[src/audio_clock_params.svh]
/*
 * Constants for the field-locked audio clock generator: register indexes,
 * field positions, widths and reset values.
 * Assumes inclusion by bare name from the design file and the bench.
 */
`ifndef AUDIO_CLOCK_PARAMS_SVH
`define AUDIO_CLOCK_PARAMS_SVH

// register indexes; byte address is four times the index
`define ACG_IDX_CPF_LO    6'h30
`define ACG_IDX_CPF_MID   6'h31
`define ACG_IDX_CPF_HI    6'h32
`define ACG_IDX_NI_LO     6'h34
`define ACG_IDX_NI_MID    6'h35
`define ACG_IDX_NI_HI     6'h36
`define ACG_IDX_BDIV      6'h38
`define ACG_IDX_LR_DIV    6'h39
`define ACG_IDX_PHASE     6'h3A
`define ACG_IDX_STATUS    6'h3B

// field masks of the byte registers
`define ACG_CPF_HI_MASK   8'h03
`define ACG_NI_HI_MASK    8'h3F
`define ACG_DIV_MASK      8'h3F
`define ACG_PHASE_MASK    8'h1B

// bit positions in the phase/control register
`define ACG_BIT_BPH       0
`define ACG_BIT_LR_PHASE  1
`define ACG_BIT_PLL_OPEN  3
`define ACG_BIT_XFWD_EN   4

// bit positions in the status register
`define ACG_BIT_XTAL_SEL  0
`define ACG_BIT_CORR_SAT  1

`define ACG_ACC_W         23
`define ACG_CORR_W        12
`define ACG_CPF_W         18
`define ACG_NI_W          22
`define ACG_RESET_BYTE    8'h00
`define ACG_CORR_MAX      12'h7FF
`define ACG_CORR_MIN      12'h800

`endif

[src/audio_clock_pkg.sv]
/*
 * Types shared by the audio clock generator.
 * Assumes nothing of its surroundings.
 */
package audio_clock_pkg;
   typedef enum logic [1:0] {
      RESP_OKAY   = 2'h0,
      RESP_SLVERR = 2'h2
   } axi_resp_t;
endpackage : audio_clock_pkg

[src/field_locked_audio_clock_gen.sv]
/*
 * Field-locked audio master clock synthesis, bit and left/right clock
 * dividers, crystal forwarding and strap capture, with an AXI4-Lite
 * register slave. Assumes aclk is much faster than the crystal and the
 * returned master clock; all pins are sampled through two flip-flops.
 */
// Decided for this implementation: the AXI4-Lite slave port.
// Notes on behaviour
// - master clock is phase-locked slowly to field rate, fixed samples/field
// - master clock rate set by 18-bit clocks/field and 22-bit increment
// - dividers run from the returned master clock input, tied or external
// - bit clock divides master input, edge chosen by bit phase select
// - left/right clock divides bit clock, edge chosen by lr phase select
// - strap on the left/right pin sampled in reset is only reported as crystal select in status
// - crystal oscillation can be forwarded on the crystal clock output
// - bit clock equals master input over twice (divider plus one)
// - left/right clock equals bit clock over twice the lr divider
// - phase select 0 toggles on falling source edge, 1 on rising
`timescale 1ns/1ns
`include "audio_clock_params.svh"

module field_locked_audio_clock_gen #(
   parameter int ADDR_W = 8
) (
   input  wire logic              aclk,                // 100 MHz clock
   input  wire logic              aresetn,             // sync reset
   input  wire logic [ADDR_W-1:0] s_axi_awaddr,        // write address
   input  wire logic              s_axi_awvalid,       // write addr valid
   output logic                   s_axi_awready,       // write addr ready
   input  wire logic [31:0]       s_axi_wdata,         // write data
   input  wire logic [3:0]        s_axi_wstrb,         // byte enables
   input  wire logic              s_axi_wvalid,        // write data valid
   output logic                   s_axi_wready,        // write data ready
   output logic [1:0]             s_axi_bresp,         // write response
   output logic                   s_axi_bvalid,        // write resp valid
   input  wire logic              s_axi_bready,        // write resp ready
   input  wire logic [ADDR_W-1:0] s_axi_araddr,        // read address
   input  wire logic              s_axi_arvalid,       // read addr valid
   output logic                   s_axi_arready,       // read addr ready
   output logic [31:0]            s_axi_rdata,         // read data
   output logic [1:0]             s_axi_rresp,         // read response
   output logic                   s_axi_rvalid,        // read data valid
   input  wire logic              s_axi_rready,        // read data ready
   input  wire logic              xtal_in,             // crystal reference
   input  wire logic              field_ref,           // field timing ref
   input  wire logic              audio_master_clk_in, // returned mclk
   output logic                   audio_master_clk_out,// synthesized mclk
   output logic                   audio_bit_clk,       // serial bit clock
   input  wire logic              audio_lr_clk_i,      // lr pin level
   output logic                   audio_lr_clk_o,      // lr pin drive
   output logic                   audio_lr_clk_oe_n,   // lr drive, low=on
   output logic                   xtal_clk_out         // forwarded crystal
);

   function automatic logic addr_mapped(input logic [5:0] idx);
      addr_mapped = idx inside {`ACG_IDX_CPF_LO, `ACG_IDX_CPF_MID,
         `ACG_IDX_CPF_HI, `ACG_IDX_NI_LO, `ACG_IDX_NI_MID, `ACG_IDX_NI_HI,
         `ACG_IDX_BDIV, `ACG_IDX_LR_DIV, `ACG_IDX_PHASE, `ACG_IDX_STATUS};
   endfunction : addr_mapped

   // pin synchronisers: stage 1 is read only by stage 2
   // not reset, so the strap reaches the capture while reset is held
   logic [3:0] sync1_reg, sync2_reg, sync3_reg;
   always_ff @(posedge aclk) begin
      sync1_reg <= {audio_lr_clk_i, field_ref, audio_master_clk_in,
                    xtal_in};
      sync2_reg <= sync1_reg;
      sync3_reg <= sync2_reg;
   end
   wire logic xtal_rise  = sync2_reg[0] & ~sync3_reg[0];
   wire logic mclk_rise  = sync2_reg[1] & ~sync3_reg[1];
   wire logic mclk_fall  = ~sync2_reg[1] & sync3_reg[1];
   wire logic field_rise = sync2_reg[2] & ~sync3_reg[2];

   // registers
   logic [7:0] cpf_lo_reg, cpf_mid_reg, cpf_hi_reg;
   logic [7:0] ni_lo_reg, ni_mid_reg, ni_hi_reg;
   logic [7:0] bdiv_reg, lr_divider_reg, phase_reg;
   logic [7:0] cpf_lo_next, cpf_mid_next, cpf_hi_next;
   logic [7:0] ni_lo_next, ni_mid_next, ni_hi_next;
   logic [7:0] bdiv_next, lr_divider_next, phase_next;
   logic       bvalid_reg, bvalid_next, rvalid_reg, rvalid_next;
   logic [1:0] bresp_reg, bresp_next, rresp_reg, rresp_next;
   logic [31:0] rdata_reg, rdata_next;
   logic       xtal_sel_reg, xtal_sel_next;
   logic [`ACG_CORR_W-1:0] corr_reg, corr_next;

   wire logic [5:0] wr_idx = s_axi_awaddr[7:2];
   wire logic [5:0] rd_idx = s_axi_araddr[7:2];
   // address and data are taken together so neither can be orphaned
   wire logic wr_take = s_axi_awvalid & s_axi_wvalid & ~bvalid_reg;
   wire logic rd_take = s_axi_arvalid & ~rvalid_reg;
   wire logic wr_lane = s_axi_wstrb[0];
   wire logic [7:0] wbyte = s_axi_wdata[7:0];
   wire logic corr_sat = (corr_reg == `ACG_CORR_MAX) |
                         (corr_reg == `ACG_CORR_MIN);

   assign s_axi_awready = wr_take;
   assign s_axi_wready  = wr_take;
   assign s_axi_arready = rd_take;

   always_comb begin
      cpf_lo_next  = cpf_lo_reg;
      cpf_mid_next = cpf_mid_reg;
      cpf_hi_next  = cpf_hi_reg;
      ni_lo_next   = ni_lo_reg;
      ni_mid_next  = ni_mid_reg;
      ni_hi_next   = ni_hi_reg;
      bdiv_next    = bdiv_reg;
      lr_divider_next   = lr_divider_reg;
      phase_next   = phase_reg;
      bvalid_next  = bvalid_reg & ~s_axi_bready;
      bresp_next   = bresp_reg;
      rvalid_next  = rvalid_reg & ~s_axi_rready;
      rresp_next   = rresp_reg;
      rdata_next   = rdata_reg;
      if (wr_take) begin
         bvalid_next = 1'b1;
         bresp_next  = addr_mapped(wr_idx) ? audio_clock_pkg::RESP_OKAY
                                           : audio_clock_pkg::RESP_SLVERR;
         if (wr_lane) begin
            unique case (wr_idx)
               `ACG_IDX_CPF_LO:  cpf_lo_next  = wbyte;
               `ACG_IDX_CPF_MID: cpf_mid_next = wbyte;
               `ACG_IDX_CPF_HI:  cpf_hi_next  = wbyte & `ACG_CPF_HI_MASK;
               `ACG_IDX_NI_LO:   ni_lo_next   = wbyte;
               `ACG_IDX_NI_MID:  ni_mid_next  = wbyte;
               `ACG_IDX_NI_HI:   ni_hi_next   = wbyte & `ACG_NI_HI_MASK;
               `ACG_IDX_BDIV:    bdiv_next    = wbyte & `ACG_DIV_MASK;
               `ACG_IDX_LR_DIV:  lr_divider_next   = wbyte & `ACG_DIV_MASK;
               `ACG_IDX_PHASE:   phase_next   = wbyte & `ACG_PHASE_MASK;
               default: ;
            endcase
         end
      end
      if (rd_take) begin
         rvalid_next = 1'b1;
         rresp_next  = addr_mapped(rd_idx) ? audio_clock_pkg::RESP_OKAY
                                           : audio_clock_pkg::RESP_SLVERR;
         rdata_next  = 32'h0000_0000;
         unique case (rd_idx)
            `ACG_IDX_CPF_LO:  rdata_next[7:0] = cpf_lo_reg;
            `ACG_IDX_CPF_MID: rdata_next[7:0] = cpf_mid_reg;
            `ACG_IDX_CPF_HI:  rdata_next[7:0] = cpf_hi_reg;
            `ACG_IDX_NI_LO:   rdata_next[7:0] = ni_lo_reg;
            `ACG_IDX_NI_MID:  rdata_next[7:0] = ni_mid_reg;
            `ACG_IDX_NI_HI:   rdata_next[7:0] = ni_hi_reg;
            `ACG_IDX_BDIV:    rdata_next[7:0] = bdiv_reg;
            `ACG_IDX_LR_DIV:  rdata_next[7:0] = lr_divider_reg;
            `ACG_IDX_PHASE:   rdata_next[7:0] = phase_reg;
            `ACG_IDX_STATUS: begin
               rdata_next[`ACG_BIT_XTAL_SEL] = xtal_sel_reg;
               rdata_next[`ACG_BIT_CORR_SAT] = corr_sat;
            end
            default: ;
         endcase
      end
   end

   always_ff @(posedge aclk) begin
      if (!aresetn) begin
         cpf_lo_reg  <= `ACG_RESET_BYTE;
         cpf_mid_reg <= `ACG_RESET_BYTE;
         cpf_hi_reg  <= `ACG_RESET_BYTE;
         ni_lo_reg   <= `ACG_RESET_BYTE;
         ni_mid_reg  <= `ACG_RESET_BYTE;
         ni_hi_reg   <= `ACG_RESET_BYTE;
         bdiv_reg    <= `ACG_RESET_BYTE;
         lr_divider_reg   <= `ACG_RESET_BYTE;
         phase_reg   <= `ACG_RESET_BYTE;
         bvalid_reg  <= 1'b0;
         bresp_reg   <= audio_clock_pkg::RESP_OKAY;
         rvalid_reg  <= 1'b0;
         rresp_reg   <= audio_clock_pkg::RESP_OKAY;
         rdata_reg   <= 32'h0000_0000;
      end else begin
         cpf_lo_reg  <= cpf_lo_next;
         cpf_mid_reg <= cpf_mid_next;
         cpf_hi_reg  <= cpf_hi_next;
         ni_lo_reg   <= ni_lo_next;
         ni_mid_reg  <= ni_mid_next;
         ni_hi_reg   <= ni_hi_next;
         bdiv_reg    <= bdiv_next;
         lr_divider_reg   <= lr_divider_next;
         phase_reg   <= phase_next;
         bvalid_reg  <= bvalid_next;
         bresp_reg   <= bresp_next;
         rvalid_reg  <= rvalid_next;
         rresp_reg   <= rresp_next;
         rdata_reg   <= rdata_next;
      end
   end

   assign s_axi_bvalid = bvalid_reg;
   assign s_axi_bresp  = bresp_reg;
   assign s_axi_rvalid = rvalid_reg;
   assign s_axi_rresp  = rresp_reg;
   assign s_axi_rdata  = rdata_reg;

   // master clock synthesis: accumulator steps on each crystal rising edge
   wire logic [`ACG_CPF_W-1:0] cpf = {cpf_hi_reg[1:0], cpf_mid_reg,
                                      cpf_lo_reg};
   wire logic [`ACG_NI_W-1:0]  ni  = {ni_hi_reg[5:0], ni_mid_reg,
                                      ni_lo_reg};
   wire logic pll_open = phase_reg[`ACG_BIT_PLL_OPEN];
   logic [`ACG_ACC_W-1:0] acc_reg, acc_next, incr;
   logic [`ACG_CPF_W-1:0] fcnt_reg, fcnt_next;
   logic                  mout_reg, mout_next, xout_reg, xout_next;
   logic                  lr_oe_n_reg, lr_oe_n_next;

   always_comb begin
      // open loop runs at the nominal rate alone
      incr = pll_open ? {1'b0, ni}
                      : {1'b0, ni} + {{(`ACG_ACC_W-`ACG_CORR_W){corr_reg
                        [`ACG_CORR_W-1]}}, corr_reg};
      acc_next  = xtal_rise ? acc_reg + incr : acc_reg;
      mout_next = acc_reg[`ACG_ACC_W-1];
      fcnt_next = fcnt_reg;
      corr_next = corr_reg;
      if (mout_next & ~mout_reg)
         fcnt_next = fcnt_reg + 1'b1;
      // one step per field keeps the loop very slow
      if (field_rise) begin
         fcnt_next = '0;
         if (pll_open)
            corr_next = '0;
         else if (fcnt_reg < cpf && corr_reg != `ACG_CORR_MAX)
            corr_next = corr_reg + 1'b1;
         else if (fcnt_reg > cpf && corr_reg != `ACG_CORR_MIN)
            corr_next = corr_reg - 1'b1;
      end
      xout_next    = sync2_reg[0] & phase_reg[`ACG_BIT_XFWD_EN];
      xtal_sel_next = aresetn ? xtal_sel_reg : sync2_reg[3];
      lr_oe_n_next = 1'b0;
   end

   always_ff @(posedge aclk) begin
      // strap is followed while reset is held, frozen at release
      xtal_sel_reg <= xtal_sel_next;
      if (!aresetn) begin
         acc_reg     <= '0;
         fcnt_reg    <= '0;
         corr_reg    <= '0;
         mout_reg    <= 1'b0;
         xout_reg    <= 1'b0;
         lr_oe_n_reg <= 1'b1;
      end else begin
         acc_reg     <= acc_next;
         fcnt_reg    <= fcnt_next;
         corr_reg    <= corr_next;
         mout_reg    <= mout_next;
         xout_reg    <= xout_next;
         lr_oe_n_reg <= lr_oe_n_next;
      end
   end

   assign audio_master_clk_out = mout_reg;
   assign xtal_clk_out         = xout_reg;
   assign audio_lr_clk_oe_n    = lr_oe_n_reg;

   // dividers run from the returned master clock
   logic [5:0] bcnt_reg, bcnt_next, lcnt_reg, lcnt_next;
   logic       bclk_reg, bclk_next, lrclk_reg, lrclk_next;
   wire logic  bsrc_edge = phase_reg[`ACG_BIT_BPH] ? mclk_rise
                                                   : mclk_fall;
   wire logic  lr_edge = bsrc_edge && bcnt_reg == bdiv_reg[5:0] &&
                         (bclk_reg ^ phase_reg[`ACG_BIT_LR_PHASE]) == 1'b1;

   always_comb begin
      bcnt_next  = bcnt_reg;
      bclk_next  = bclk_reg;
      lcnt_next  = lcnt_reg;
      lrclk_next = lrclk_reg;
      if (bsrc_edge) begin
         if (bcnt_reg == bdiv_reg[5:0]) begin
            bcnt_next = '0;
            bclk_next = ~bclk_reg;
         end else
            bcnt_next = bcnt_reg + 1'b1;
      end
      // zero divider parks the lr clock
      if (lr_edge && lr_divider_reg[5:0] != 6'h00) begin
         if (lcnt_reg == lr_divider_reg[5:0] - 6'h01) begin
            lcnt_next  = '0;
            lrclk_next = ~lrclk_reg;
         end else
            lcnt_next = lcnt_reg + 1'b1;
      end
   end

   always_ff @(posedge aclk) begin
      if (!aresetn) begin
         bcnt_reg  <= '0;
         bclk_reg  <= 1'b0;
         lcnt_reg  <= '0;
         lrclk_reg <= 1'b0;
      end else begin
         bcnt_reg  <= bcnt_next;
         bclk_reg  <= bclk_next;
         lcnt_reg  <= lcnt_next;
         lrclk_reg <= lrclk_next;
      end
   end

   assign audio_bit_clk  = bclk_reg;
   assign audio_lr_clk_o = lrclk_reg;
endmodule : field_locked_audio_clock_gen

[config.mk]
export PLATFORM = sky130hd
export DESIGN_NAME = field_locked_audio_clock_gen
export DESIGN_NICKNAME = d
export VERILOG_FILES = /design/src/audio_clock_pkg.sv /design/src/field_locked_audio_clock_gen.sv
export VERILOG_INCLUDE_DIRS = /design/src
export SDC_FILE = /design/constraint.sdc
export NUM_CORES = 1
export LEC_CHECK = 0
export BUFFER_PORTS_ARGS = -buffer_cell sky130_fd_sc_hd__buf_4
export CORE_MARGIN = 4
export CORE_UTILIZATION = 45
export DETAILED_ROUTE_END_ITERATION = 8
export PLACE_DENSITY = 0.72
export SLEW_MARGIN = 10
export SYNTH_ARGS = -nofsm -noshare
export SYNTH_HDL_FRONTEND = slang
export SYNTH_SLANG_ARGS = --single-unit
[constraint.sdc]
create_clock -name aclk -period 4.3 [get_ports aclk]
set_clock_uncertainty 0.05 [all_clocks]
set_input_delay 0.86 -clock aclk [delete_from_list [all_inputs] [get_ports aclk]]
set_output_delay 0.86 -clock aclk [all_outputs]
set_load 0.1 [all_outputs]
Word-level counts from Yosys, hierarchy flattened. Cells that the tools add are included.

Output and inout port bits: 46. Word-level logic and storage cells: 125. Register bits: 152. Bits of input ports: 63.

Reduce and logical (&&, ||, !) cells: 22. Mux-type cells: 14. Equality and inequality tests: 26. $add $sub $neg: 8. Magnitude comparators: 2. Bitwise operators: 25.

Operators by type and width (count): equality test 6 bit, second input constant (20); case mux 6 bit (8 select lines) (1); 2-to-1 mux 12 bit (3); AND reduction 3 bit (9); adder 22 x 23 -> 23 bit (1); adder 23 bit (1); 2-to-1 mux 23 bit (1); case mux 2 bit (10 select lines) (1); nonzero test 10 bit (2); adder 18 x 1 -> 18 bit, second input constant (1); greater-than comparator 18 bit (1); < comparator 18 bit (1); adder 12 x 1 -> 12 bit, second input constant (1); adder 6 x 1 -> 6 bit, second input constant (2); equality test 12 x 11 -> 1 bit, second input constant (1); equality test 12 bit, second input constant (1); equality test 6 bit (2); 2-to-1 mux 6 bit (2); inequality test 12 x 11 -> 1 bit, second input constant (1); inequality test 12 bit, second input constant (1); NOT 1 bit (12); subtractor 12 x 1 -> 12 bit, second input constant (1); AND 1 bit (11); AND reduction 2 bit (3); other kinds (9) (17).

Logic depth before layout (Yosys ltp).
Word-level depth: 7. Mapped depth: 22. Gate-level depth less buffers: 22.

Least setup slack after synthesis. No wires, ideal clock.

Path kind: flip-flop to flip-flop. Start point: register corr_reg[0]. End point: register acc_reg[22]. Cell stages (with the launch flop): 21. Setup time: 0.123 ns. Data arrival time: 3.962 ns. Path buffers: 0. Data required time: 4.127 ns. Clock period less this slack: 4.135 ns. Slack: 0.165 ns. Cells stage by stage: dfxtp_1 ha_1 inv_1 fa_1 nand2b_1 a21oi_1 o31a_1 o311a_1 o21ai_0 nand2b_1 xnor2_1 o21ai_1 ha_1 nand2_1 nor3_1 a21oi_1 o21ai_1 a31oi_1 or4_1 mux2i_1 mux2_1.

Word-level cells in the longest chain between the ends: 3.

Ends and longest elaborated chain: start, declared (RTL line field_locked_audio_clock_gen.sv:86) `` logic [`ACG_CORR_W-1:0] corr_reg, corr_next; ``; start signal, assigned (RTL line field_locked_audio_clock_gen.sv:250) `corr_reg <= corr_next;`; adder 22 x 23 -> 23 bit (RTL line field_locked_audio_clock_gen.sv:214) `` : {1'b0, ni} + {{(`ACG_ACC_W-`ACG_CORR_W){corr_reg ``; 2-to-1 mux 23 bit (RTL line field_locked_audio_clock_gen.sv:213) `incr = pll_open ? {1'b0, ni}`; adder 23 bit (RTL line field_locked_audio_clock_gen.sv:216) `acc_next = xtal_rise ? acc_reg + incr : acc_reg;`; end signal, assigned (RTL line field_locked_audio_clock_gen.sv:248) `acc_reg <= acc_next;`; end, declared (RTL line field_locked_audio_clock_gen.sv:206) `` logic [`ACG_ACC_W-1:0] acc_reg, acc_next, incr; ``.

Every way passes these cells. A chain may end at the register's enable or synchronous reset.

Worst setup path after layout.
Start point: register ni_lo_reg[4]. End point: register acc_reg[22].

Word-level cells in the longest chain between the ends: 3.

Ends and longest elaborated chain: start, declared (RTL line field_locked_audio_clock_gen.sv:77) `logic [7:0] ni_lo_reg, ni_mid_reg, ni_hi_reg;`; start signal, assigned (RTL line field_locked_audio_clock_gen.sv:165) `` ni_lo_reg <= `ACG_RESET_BYTE; ``; start signal, assigned (RTL line field_locked_audio_clock_gen.sv:180) `ni_lo_reg <= ni_lo_next;`; adder 22 x 23 -> 23 bit (RTL line field_locked_audio_clock_gen.sv:214); 2-to-1 mux 23 bit (*) (RTL line field_locked_audio_clock_gen.sv:213); adder 23 bit (*) (RTL line field_locked_audio_clock_gen.sv:216).

Mark *: on every way between the ends. The rest lies on a longest branch, timed or not.

==> metrics.txt <==
fin crit share=97.2%; crit start category=flop; first-pass GRT wire length=about 40 mm; fin util=around 54%; met1 usage=between 20 and 30%; met3 usage=under 10%; Post-synth top cells=167 x nand2_1, 149 x dfxtp_1, 133 x nor2_1, 103 x a21oi_1, 79 x ha_1; std cell rows=52; Tot GR Track Use=20.6%; max-cap violation count=0; Yosys cell types=64; DRC Markers=0; Final Hold Fails=0; Post-Place Cells=~1500; total die area=approximately 23000 µm²; Async S/R FF share, synth=0%; GR peak layer=met2; CTS tree=yes; Synth Instances=~1200; gr ovfl total=0; Starting Density=between 40% and 50%; Synth Register Bits=150; PD cells=between 200 and 300 nW/µm²; # hold bufs at CTS=0; Clk pin slew, worst setup/hold paths=about 0.07 ns; max reg flops=23; sequential fraction of the synthesis area=32.0%; synthesis-to-finish area growth=17.6%; min-delay worst type=flop to flop; Data required, critical path=between 4 and 5 ns; status=finished clean; Synth Flop Type=dfxtp_1; # diodes=0; critical path fanouts, max=3; Leakage Power=about 4.6 nW; TritonCTS Buffers=17; Area contributors post-synth=dfxtp_1 32%, ha_1 11%, nand2_1 6.7%; vias in the first global route=roughly 8000; Tightest Pin Transition=between 0.8 and 0.9 ns; Pre-antenna DRT Iters=7; antenna viol nets, final=0; First DRT Iteration DRCs=675; WL final=~25 mm; Non-Filler Instances=1541; layout cells sized above 1=between 10 and 15%; Avg Inst Size Synth=around 8.0 µm²; Max-slew headroom=around two fifths; crit path time final=around 4.2 ns; Worst setup EP type=flop; Die W=around 150 µm; Max clock buf depth=2; unrepaired setup endpoints after global routing=true; PortBufs=a little over 50; via-per-instance ratio=approximately 5.6; yosys warns=0; total number of vias=roughly 8600; initial antenna violation count=0; f_max=around 240 MHz; I/O pins=around 110; cell taking the most area after synthesis=dfxtp_1; Yosys top cell area share=a little under a third; gpl congestion=between 0.9 and 1; CTS Root Cell=clkbuf_16; post-detail-place hpwl=around 18 mm; Final Total Pwr=~0.0033 W; Crit Path Class=flop to flop; most frequent cell after synthesis=nand2_1; final net count=around 1400; number of flops mapped to enable cells by yosys=1; die height=153 µm; Mapped Area=9410 µm²; largest net degree at the start of global routing=between 70 and 80; Core Box Area=20400 µm²; H-tree lvl count=4; Finish-stage setup viols=0; VDD IR max=approximately 290 µV; wire length per cell=roughly 16 µm; fin. max-slew vios=0; CTS Sinks=150; crit path DAT=between 4 and 5 ns; worst skew pair latency=0.43 ns; GR Util met2=between 30% and 40%
-- worst max-delay path, cell delays in order, from the launching register on --
cell	delay [ns]
dfxtp_1	0.42
ha_4	0.24
buf_4	0.14
o21ai_1	0.12
a21oi_4	0.06
o31a_1	0.31
buf_4	0.14
or3_1	0.38
a21oi_2	0.17
o31ai_2	0.09
ha_1	0.31
nand2_1	0.06
nor3_2	0.23
a21oi_2	0.10
o21ai_2	0.19
a31oi_2	0.12
or4_1	0.42
mux2i_1	0.17
mux2_1	0.33
-- area by class of cell --
class	instances	area, µm²
clock buffers	17	425
clock inverters	15	179
fillers	1866	9360
inverters	42	159
multi-input cells	942	6150
flip-flops and latches	150	3020
well taps	270	338
repair buffers	105	801
-- placed cells by master (no fill, tap or decap), types with 7 or more instances in the layout --
cell type	instances
a211oi_1	8
nand3_1	18
conb_1	26
ha_1	75
a21oi_2	7
xnor2_1	37
nor2_1	132
xor2_1	41
a21o_1	25
a222oi_1	8
or3_1	14
nand4_1	20
inv_1	37
and3_1	9
buf_4	104
clkbuf_16	17
o21ai_1	31
a22oi_1	11
a21oi_1	95
dfxtp_1	147
nand2_1	167
o21ai_0	14
o21a_1	7
nor2b_1	12
nor3_1	26
nand2b_1	11
o211ai_1	9
mux2i_1	41
-- repair_timing --
action	in CTS	in global routing
buffers inserted	0	4
resized for setup	5	30
setup endpoints to repair	2	5
pin swaps	1	23
-- layer usage --
metal  vias to the layer above  routed length (µm)
met5                         -                   0
met4                         0                 707
met1                      4041               11100
met3                        63                1610
li1                       4261                   -
met2                       273               11400
-- worst paths after layout --
| check | start | to | slack (ns) | cells after the start |
|---|---|---|---|---|
| worst max-delay path | ni_lo_reg[4]$_SDFFE_PN0P_ | acc_reg[22]$_SDFFE_PN0P_ | 0.12 | 18 |
| worst min-delay path | sync1_reg[0]$_DFF_P_ | sync2_reg[0]$_DFF_P_ | 0.28 | 0 |
| worst max register to register | ni_lo_reg[4]$_SDFFE_PN0P_ | acc_reg[22]$_SDFFE_PN0P_ | 0.12 | 18 |
| worst min register to register | sync1_reg[0]$_DFF_P_ | sync2_reg[0]$_DFF_P_ | 0.28 | 0 |
-- through the flow --
step / TNS [ns] / setup WS, ns / hold WS (ns) / area, µm²
global route: -0.107 / -0.0569 / 0.288 / 11100
floorplan: 0 / 0.165 / 0.260 / 9500
global placement: 0 / 0.00362 / 0.262 / 10300
detailed placement: -0.0170 / -0.0170 / 0.263 / 10300
finish: 0 / 0.121 / 0.278 / 11100
CTS: 0 / 0.0149 / 0.279 / 10900
-- kinds of logic after synthesis --
kind of cell / Yosys count / synth area share (%)
simple gates: 442 / 21.1
other cells: 1 / 0.0399
xor+xnor: 78 / 7.26
compound gates: 268 / 18.0
mux: 46 / 5.08
buf+inv: 106 / 5.32
fa+ha+maj: 82 / 11.1
flops: 150 / 32.0
-- where the power goes --
group	internal (W)	switching (W)
Clock	0.000833	0.000699
Combinational	0.0000904	0.000276
Sequential	0.00141	0.0000119
Note: power is estimated with default switching activity, not from simulation.
